File: src/logic/ppw_pkg.sv
// constants for the peripheral power and converter input select registers
package ppw_pkg;
	// register map, 16-bit control port addresses
	localparam logic [15:0] PPW_ADDR_POWER = 16'hF051;
	localparam logic [15:0] PPW_ADDR_SEL_BASE = 16'hF100;
	localparam logic [15:0] PPW_ADDR_SEL_LAST = 16'hF107;
	localparam int PPW_NUM_SEL = 8;
	// reset values
	localparam logic [4:0] PPW_POWER_RESET = 5'h00;
	localparam logic [7:0] PPW_SEL_RESET = 8'h00;
	// power enable bit positions
	localparam int PPW_BIT_AUX_ADC = 0;
	localparam int PPW_BIT_SPDIF_RX = 1;
	localparam int PPW_BIT_SPDIF_TX = 2;
	localparam int PPW_BIT_MIC_LO = 3;
	localparam int PPW_BIT_MIC_HI = 4;
	localparam int PPW_POWER_W = 5;
	// selector fields
	localparam int PPW_SRC_LSB = 0;
	localparam int PPW_SRC_W = 3;
	localparam int PPW_PAIR_LSB = 3;
	localparam int PPW_PAIR_W = 5;
	localparam int PPW_SEL_W = 8;
	localparam logic [4:0] PPW_PAIR_MAX = 5'h17;
	// data widths of gated blocks
	localparam int PPW_MIC_CH = 4;
	localparam int PPW_MIC_W = 24;
	localparam int PPW_ADC_CH = 6;
	localparam int PPW_ADC_W = 10;
	localparam int PPW_RX_W = 24;
	// converter source codes
	typedef enum logic [2:0] {
		PPW_SRC_NONE = 3'h0,
		PPW_SRC_SERIAL = 3'h1,
		PPW_SRC_CORE = 3'h2,
		PPW_SRC_SPDIF = 3'h3,
		PPW_SRC_MIC_LO = 3'h4,
		PPW_SRC_MIC_HI = 3'h5
	} ppw_src_type;
endpackage

File: src/logic/ppw_top.sv
// power enable and converter input select register bank with block gating
// Behaviour
// - the 5-bit power enable register sits at F051 and resets to zero, all blocks off.
// - bit 4 powers microphone channels 2 and 3; when clear their samples stop updating.
// - bit 3 powers microphone channels 0 and 1; when clear their samples freeze.
// - bit 2 powers the S/PDIF transmitter; when clear its output pin is held low.
// - bit 1 powers the S/PDIF receiver; when clear recovery halts until it is set again.
// - bit 0 powers the auxiliary ADCs; when clear their results hold the last value.
// - eight selectors at F100 to F107 reset to zero; selector n feeds converters 2n, 2n+1.
// - a selector can name serial inputs 0 to 47, microphones 0 to 3 or the S/PDIF receiver.
// - bits 2:0 are the source code: none, serial, core, S/PDIF, mic pair 0/1, mic pair 2/3.
// - with serial source, bits 7:3 value k routes serial channels 2k and 2k+1, k up to 23.
`timescale 1ns/1ps
module ppw_top
	import ppw_pkg::*;
(
	// clock and reset
	input wire logic CLK_SYS,
	input wire logic RST_N,
	// register port
	input wire logic [15:0] REG_ADDR,
	input wire logic [15:0] REG_WDATA,
	input wire logic REG_WR,
	input wire logic REG_RD,
	output logic [15:0] REG_RDATA,
	// power enables towards the gated blocks
	output logic MIC_PAIR_HI_POWER_EN,
	output logic MIC_PAIR_LO_POWER_EN,
	output logic SPDIF_TRANSMIT_POWER_EN,
	output logic SPDIF_RECEIVE_POWER_EN,
	output logic AUX_CONVERTER_POWER_EN,
	// microphone samples
	input wire logic [PPW_MIC_CH*PPW_MIC_W-1:0] MIC_DATA_IN,
	input wire logic [PPW_MIC_CH-1:0] MIC_VALID_IN,
	output logic [PPW_MIC_CH*PPW_MIC_W-1:0] MIC_DATA,
	// s/pdif transmitter
	input wire logic SPDIF_TX_LINE_IN,
	output logic SPDIF_TX_PIN,
	// s/pdif receiver
	input wire logic SPDIF_RX_PIN,
	input wire logic [PPW_RX_W-1:0] SPDIF_RX_DATA_IN,
	input wire logic SPDIF_RX_VALID_IN,
	output logic SPDIF_RX_STREAM,
	output logic [PPW_RX_W-1:0] SPDIF_RX_DATA,
	// auxiliary adc results
	input wire logic [PPW_ADC_CH*PPW_ADC_W-1:0] ADC_DATA_IN,
	input wire logic [PPW_ADC_CH-1:0] ADC_VALID_IN,
	output logic [PPW_ADC_CH*PPW_ADC_W-1:0] ADC_DATA,
	// converter routing, three bits source and five bits pair per selector
	output logic [PPW_NUM_SEL*PPW_SRC_W-1:0] CONV_SOURCE,
	output logic [PPW_NUM_SEL*PPW_PAIR_W-1:0] CONV_SERIAL_PAIR,
	output logic [PPW_NUM_SEL-1:0] CONV_ACTIVE
);

	////////////////////////////////////////////////////////////////////////////
	// power enable register

	logic [PPW_POWER_W-1:0] power_q;
	logic power_wr;
	logic [PPW_SEL_W-1:0] sel_q [PPW_NUM_SEL];
	logic [15:0] rdata_d;
	logic [15:0] rdata_q;

	assign power_wr = REG_WR && (REG_ADDR == PPW_ADDR_POWER);

	always_ff @(posedge CLK_SYS or negedge RST_N)
	begin
		if (!RST_N)
		begin
			power_q <= PPW_POWER_RESET;
		end
		else if (power_wr)
		begin
			power_q <= REG_WDATA[PPW_POWER_W-1:0]; // only bits 4:0 are kept
		end
	end

	// enables leave straight from the register flops
	assign MIC_PAIR_HI_POWER_EN = power_q[PPW_BIT_MIC_HI];
	assign MIC_PAIR_LO_POWER_EN = power_q[PPW_BIT_MIC_LO];
	assign SPDIF_TRANSMIT_POWER_EN = power_q[PPW_BIT_SPDIF_TX];
	assign SPDIF_RECEIVE_POWER_EN = power_q[PPW_BIT_SPDIF_RX];
	assign AUX_CONVERTER_POWER_EN = power_q[PPW_BIT_AUX_ADC];

	////////////////////////////////////////////////////////////////////////////
	// microphone sample holding, channels 0/1 on the low pair, 2/3 on the high

	logic [PPW_MIC_CH*PPW_MIC_W-1:0] mic_q;

	genvar m;
	generate
		for (m = 0; m < PPW_MIC_CH; m++)
		begin : g_mic
			logic mic_en;
			// pair select by channel number
			assign mic_en = (m >= 2) ? power_q[PPW_BIT_MIC_HI] : power_q[PPW_BIT_MIC_LO];
			always_ff @(posedge CLK_SYS or negedge RST_N)
			begin
				if (!RST_N)
				begin
					mic_q[m*PPW_MIC_W +: PPW_MIC_W] <= '0;
				end
				else if (mic_en && MIC_VALID_IN[m])
				begin
					mic_q[m*PPW_MIC_W +: PPW_MIC_W] <= MIC_DATA_IN[m*PPW_MIC_W +: PPW_MIC_W];
				end
			end
		end
	endgenerate

	assign MIC_DATA = mic_q;

	////////////////////////////////////////////////////////////////////////////
	// s/pdif transmitter pin

	logic tx_pin_q;
	logic tx_en_d;

	// a clear written at this edge already silences the pin, no stray cycle of line
	assign tx_en_d = power_wr ? REG_WDATA[PPW_BIT_SPDIF_TX] : power_q[PPW_BIT_SPDIF_TX];

	always_ff @(posedge CLK_SYS or negedge RST_N)
	begin
		if (!RST_N)
		begin
			tx_pin_q <= 1'b0;
		end
		else
		begin
			tx_pin_q <= tx_en_d & SPDIF_TX_LINE_IN; // low while off
		end
	end

	assign SPDIF_TX_PIN = tx_pin_q;

	////////////////////////////////////////////////////////////////////////////
	// s/pdif receiver: stream blocked from recovery while off

	logic rx_stream_q;
	logic [PPW_RX_W-1:0] rx_data_q;
	logic rx_en_d;

	// stream to recovery stops at the very edge the bit is cleared
	assign rx_en_d = power_wr ? REG_WDATA[PPW_BIT_SPDIF_RX] : power_q[PPW_BIT_SPDIF_RX];

	always_ff @(posedge CLK_SYS or negedge RST_N)
	begin
		if (!RST_N)
		begin
			rx_stream_q <= 1'b0;
		end
		else
		begin
			rx_stream_q <= rx_en_d & SPDIF_RX_PIN;
		end
	end

	// recovered word only moves while powered; resumes on re-enable
	always_ff @(posedge CLK_SYS or negedge RST_N)
	begin
		if (!RST_N)
		begin
			rx_data_q <= '0;
		end
		else if (power_q[PPW_BIT_SPDIF_RX] && SPDIF_RX_VALID_IN)
		begin
			rx_data_q <= SPDIF_RX_DATA_IN;
		end
	end

	assign SPDIF_RX_STREAM = rx_stream_q;
	assign SPDIF_RX_DATA = rx_data_q;

	////////////////////////////////////////////////////////////////////////////
	// auxiliary adc results, held at last value while off

	logic [PPW_ADC_CH*PPW_ADC_W-1:0] adc_q;

	genvar a;
	generate
		for (a = 0; a < PPW_ADC_CH; a++)
		begin : g_adc
			always_ff @(posedge CLK_SYS or negedge RST_N)
			begin
				if (!RST_N)
				begin
					adc_q[a*PPW_ADC_W +: PPW_ADC_W] <= '0;
				end
				else if (power_q[PPW_BIT_AUX_ADC] && ADC_VALID_IN[a])
				begin
					adc_q[a*PPW_ADC_W +: PPW_ADC_W] <= ADC_DATA_IN[a*PPW_ADC_W +: PPW_ADC_W];
				end
			end
		end
	endgenerate

	assign ADC_DATA = adc_q;

	////////////////////////////////////////////////////////////////////////////
	// converter input selectors

	logic [PPW_NUM_SEL*PPW_SRC_W-1:0] src_q;
	logic [PPW_NUM_SEL*PPW_PAIR_W-1:0] pair_q;
	logic [PPW_NUM_SEL-1:0] active_q;

	genvar s;
	generate
		for (s = 0; s < PPW_NUM_SEL; s++)
		begin : g_sel
			logic sel_wr;
			logic [PPW_SRC_W-1:0] src_d;
			logic [PPW_PAIR_W-1:0] pair_d;
			logic active_d;

			assign sel_wr = REG_WR && (REG_ADDR == PPW_ADDR_SEL_BASE + 16'(s));

			always_ff @(posedge CLK_SYS or negedge RST_N)
			begin
				if (!RST_N)
				begin
					sel_q[s] <= PPW_SEL_RESET;
				end
				else if (sel_wr)
				begin
					sel_q[s] <= REG_WDATA[PPW_SEL_W-1:0]; // bits 15:8 dropped
				end
			end

			assign src_d = sel_q[s][PPW_SRC_LSB +: PPW_SRC_W];
			assign pair_d = sel_q[s][PPW_PAIR_LSB +: PPW_PAIR_W];

			// pair codes past 23 name no serial channel, so the converter idles
			always_comb
			begin
				case (src_d)
					PPW_SRC_SERIAL: active_d = (pair_d <= PPW_PAIR_MAX);
					PPW_SRC_CORE: active_d = 1'b1;
					PPW_SRC_SPDIF: active_d = 1'b1;
					PPW_SRC_MIC_LO: active_d = 1'b1;
					PPW_SRC_MIC_HI: active_d = 1'b1;
					default: active_d = 1'b0; // none and undefined codes
				endcase
			end

			// routing copies registered so the outputs are clean flops
			always_ff @(posedge CLK_SYS or negedge RST_N)
			begin
				if (!RST_N)
				begin
					src_q[s*PPW_SRC_W +: PPW_SRC_W] <= '0;
					pair_q[s*PPW_PAIR_W +: PPW_PAIR_W] <= '0;
					active_q[s] <= 1'b0;
				end
				else
				begin
					src_q[s*PPW_SRC_W +: PPW_SRC_W] <= src_d;
					pair_q[s*PPW_PAIR_W +: PPW_PAIR_W] <= pair_d;
					active_q[s] <= active_d;
				end
			end
		end
	endgenerate

	assign CONV_SOURCE = src_q;
	assign CONV_SERIAL_PAIR = pair_q;
	assign CONV_ACTIVE = active_q;

	////////////////////////////////////////////////////////////////////////////
	// read path, one cycle latency, unmapped reads give zero

	logic power_hit;
	logic sel_hit;
	logic [2:0] sel_idx;

	// index is the offset from the base, so the window need not sit on an eight-word boundary
	assign power_hit = (REG_ADDR == PPW_ADDR_POWER);
	assign sel_hit = (REG_ADDR >= PPW_ADDR_SEL_BASE) && (REG_ADDR <= PPW_ADDR_SEL_LAST);
	assign sel_idx = 3'(REG_ADDR - PPW_ADDR_SEL_BASE);

	always_comb
	begin
		rdata_d = 16'h0000;
		if (power_hit)
		begin
			rdata_d = {11'h000, power_q};
		end
		else if (sel_hit)
		begin
			rdata_d = {8'h00, sel_q[sel_idx]};
		end
	end

	// data stands only in the cycle after the read strobe
	always_ff @(posedge CLK_SYS or negedge RST_N)
	begin
		if (!RST_N)
		begin
			rdata_q <= 16'h0000;
		end
		else if (REG_RD)
		begin
			rdata_q <= rdata_d;
		end
		else
		begin
			rdata_q <= 16'h0000;
		end
	end

	assign REG_RDATA = rdata_q;

endmodule // ppw_top

File: config.mk
export PLATFORM = sky130hd
export DESIGN_NAME = ppw_top
export DESIGN_NICKNAME = d
export VERILOG_FILES = /design/src/logic/ppw_pkg.sv /design/src/logic/ppw_top.sv
export SDC_FILE = /design/constraint.sdc
export NUM_CORES = 1
export LEC_CHECK = 0
export BUFFER_PORTS_ARGS = -buffer_cell sky130_fd_sc_hd__buf_2
export CORE_ASPECT_RATIO = 0.6
export CORE_MARGIN = 8
export CORE_UTILIZATION = 39
export CTS_BUF_LIST = sky130_fd_sc_hd__clkbuf_4 sky130_fd_sc_hd__clkbuf_8
export DETAILED_ROUTE_END_ITERATION = 7
export HOLD_SLACK_MARGIN = 0.02
export PLACE_DENSITY = 0.74
export SLEW_MARGIN = 20
export SYNTH_ARGS = -nofsm -noshare
export SYNTH_HDL_FRONTEND = slang
export SYNTH_SLANG_ARGS = --single-unit
File: constraint.sdc
create_clock -name CLK_SYS -period 2.3 [get_ports CLK_SYS]
set_clock_uncertainty 0.1 [all_clocks]
set_input_delay 0.115 -clock CLK_SYS [delete_from_list [all_inputs] [get_ports CLK_SYS]]
set_output_delay 0.115 -clock CLK_SYS [all_outputs]
set_load 0.1 [all_outputs]
==> flow_metrics.py <==
metrics = {
    "timing": {
        "relSlewSlack_pct": 61.0,
        "setup_viol": 0,
        "fmax_mhz": 461,
        "rsz0062_at_grt": "no",
        "fin_crit_sh_pct": 94.3,
        "drv_slew": 0,
        "tns_ps": 0,
        "fin_crit_ps": 2170,
        "worst_slew_pin_slew_ps": 582,
        "worst_slack_ps": 130,
        "hold_viol": 0,
    },
    "floorplan": {
        "chipWidth_um": 244,
        "initial_core_util_pct": 39.4,
        "io_pins": 504,
        "die_area_mm2": 0.0374,
        "coreArea_mm2": 0.0310,
        "die_y_um": 153,
        "rows": 50,
    },
    "critical_path": {
        "rrSetupSlack_ps": 220,
        "r2r_end": "MIC_DATA[22]",
        "crit_fanout": 8,
        "critPathRequiredTime_ps": 2670,
        "r2r_cells": 4,
        "arrival_ps": 2540,
        "end_kind": "register",
        "startpoint_type": "input port",
        "rr_startpoint": "power_q[3]",
        "critPathKind": "input port to register",
    },
    "status": {
        "status": "complete, no violations",
    },
    "logic_synthesis": {
        "yosys.area.top_type": "dfrtp_1",
        "synth_ff_type": "dfrtp_1",
        "avgSynthCellArea_um2": 17.2,
        "ys_seq_elements": 331,
        "synth_cells": 709,
        "async_flop_share_pct": 100,
        "yosys_warnings": 0,
        "synth_edf_count": 0,
        "synth_top_area_share_pct": 67.9,
        "netlist_top_cells_count": "331 x dfrtp_1, 249 x mux2_2, 25 x nand2_1",
        "synth.most_common_cell": "dfrtp_1",
        "synth_cell_types": 27,
        "synth_area_leaders": "dfrtp_1 68%, mux2_2 23%, mux4_2 3.0%",
        "synthesis.area_mm2": 0.0122,
        "ys_seq_area_share_pct": 67.9,
    },
    "drt": {
        "route.vias.total": 9447,
        "routed_wl_mm": 42.4,
        "detail-route-antenna-nets": 0,
        "firstDrtPassIters": 4,
        "wire_per_inst_um": 21.7,
        "viasPerCell": 4.83,
        "drc_errors": 0,
        "drt-initial-drc-count": 535,
    },
    "hold_path": {
        "hold_path_class": "input port to asynchronous set/reset pin",
    },
    "clocking": {
        "cts_setup_buffers": 0,
        "cts_buffers": 49,
        "cts_buffer_depth": 3,
        "clk-insertion-delay-late_ps": 580,
        "cts_htree_levels": 2,
        "clkSinkCount": 331,
        "clk_pin_slew_ps": 70,
        "cts_tree": "built",
        "clockRootBuffer": "clkbuf_8",
    },
    "final_layout": {
        "drive_above_1_share_pct": 57.9,
        "nets": 1722,
        "final_util_pct": 60.9,
        "area_growth_pct": 54.6,
        "fillers": 2219,
    },
    "placement": {
        "place.gp.congestion": 0.812,
        "portBuffers": 487,
        "dpl_worst_slack_ps": 93.7,
        "dpl.hpwl_mm": 28.8,
    },
    "grt": {
        "grt_start_max_net_pins": 75,
        "antenna_found_initial": 5,
        "grt_usage_pct": 22.1,
        "first_global_vias": 10900,
        "grt_pass1_wl_mm": 64.7,
        "grt-ovfl-total": 0,
    },
    "power_and_ir_drop": {
        "ir_drop_mv": 0.395,
        "total_leakage_power_uw": 0.0106,
        "p_per_area_mw_per_mm2": 627,
    },
    "job": {
        "maxCapViolCount": 0,
    },
}
## kinds of logic (layout without fill, tap and decap cells)
| family | Yosys count | in the layout | share of synthesized area [%] |
|---|---|---|---|
| multiplexers | 275 | 275 | 26.8 |
| AND/OR/NAND/NOR | 51 | 51 | 2.85 |
| flip-flops | 331 | 331 | 67.9 |
| other | 1 | 13 | 0.0308 |
| buffers and inverters | 30 | 847 | 1.22 |
| AO/OA/AOI/OAI | 21 | 21 | 1.18 |
## power breakdown
group | switching, uW | total, uW | leakage, uW | internal (uW)
Sequential | 4.83 | 5840 | 0.00463 | 5830
Clock | 2310 | 5130 | 0.000584 | 2820
Combinational | 427 | 852 | 0.00544 | 424
## worst max path at each step
stage / startpoint / to / slack, ps / depth (start not counted)
after floorplan: REG_ADDR[10] / g_sel[4].pair_d[0] / 230 / 5
after global placement: REG_ADDR[10] / g_sel[4].pair_d[1] / 110 / 7
after detailed placement: REG_ADDR[10] / g_sel[4].pair_d[4] / 90 / 7
after CTS: REG_ADDR[10] / g_sel[4].pair_d[4] / 190 / 8
after global routing: REG_ADDR[0] / SPDIF_RX_STREAM / 30 / 8
final: REG_ADDR[10] / g_sel[4].pair_d[4] / 130 / 8
## cells in the final DEF (no fill, tap or decap)
cell / netlist / layout
buf_2: 2 / 486
dfrtp_1: 331 / 331
mux2_2: 249 / 249
dlygate4sd3_1: 0 / 233
clkbuf_8: 0 / 65
buf_4: 9 / 27
nand2_1: 25 / 25
clkbuf_4: 0 / 17
mux4_2: 16 / 16
mux2i_1: 10 / 10
a211oi_1: 8 / 8
a21oi_1: 8 / 8
conb_1: 1 / 8
buf_12: 0 / 8
clkinv_2: 0 / 7
nor2_1: 6 / 6
diode_2: 0 / 5
nor3_4: 5 / 5
o2bb2ai_1: 5 / 5
nor4_4: 2 / 2
or4_1: 2 / 2
nand2b_1: 2 / 2
and4b_1: 1 / 1
nor4b_1: 1 / 1
nand3_2: 1 / 1
nor2b_1: 1 / 1
nor4bb_1: 1 / 1
nand4_1: 1 / 1
or3b_1: 1 / 1
or4b_1: 1 / 1
nor3_2: 1 / 1
inv_6: 0 / 1
inv_8: 0 / 1
buf_16: 0 / 1
buf_8: 0 / 1
## critical path, stage by stage
cell	delay (ps)
dlygate4sd3_1	540
buf_2	130
or3b_1	420
or4b_1	470
buf_4	190
nor4_4	120
buf_4	210
mux2_2	350
## flip-flops by register name, indices dropped and copies added (netlist names)
signal            flops
power_q               5
SPDIF_TX_PIN          1
ADC_DATA             60
MIC_DATA             96
SPDIF_RX_STREAM       1
REG_RDATA             8
CONV_SERIAL_PAIR     40
SPDIF_RX_DATA        24
CONV_ACTIVE           8
g_sel.pair_d         40
CONV_SOURCE          24
g_sel.src_d          24
## cell type report
type / instances / area, um2 / share of cell area [%]
multi-input combinational: 355 / 3790 / 20.1
antenna: 5 / 12.5 / 0.0664
clock inverter: 9 / 55.1 / 0.292
tap: 416 / 520 / 2.76
sequential: 331 / 8280 / 43.9
timing repair buffer: 756 / 5170 / 27.4
clock buffer: 82 / 1020 / 5.42
## metrics by stage
step                power, uW  instance area [um2]  hold WS, ps  std cells
floorplan                6130                12200         -281        716
global placement         6490                15400        -39.8       1624
detailed placement       6500                15400        -34.0       1624
CTS                     11900                18800         20.4       1949
global route            12300                18800         54.2       1954
finish                  11800                18800         70.6       1954
## metal layers
metal | GRT usage, % | vias up | part of all wire, % | wire (um)
met3 | 7.05 | 90 | 8.7 | 3670
met5 | 0 | - | 0 | 0
met4 | 7.55 | 0 | 2.6 | 1120
li1 | - | 4108 | - | -
met2 | 38.2 | 447 | 51 | 21600
met1 | 25.7 | 4802 | 38 | 16000
## what timing repair did
item                                   in CTS  in global routing
setup endpoints to repair                   0                  0
endpoints found under the hold margin     587                  0
hold buffers                              234                  0
resized for setup                           0                  0
Power figures use the tool's default switching activity.
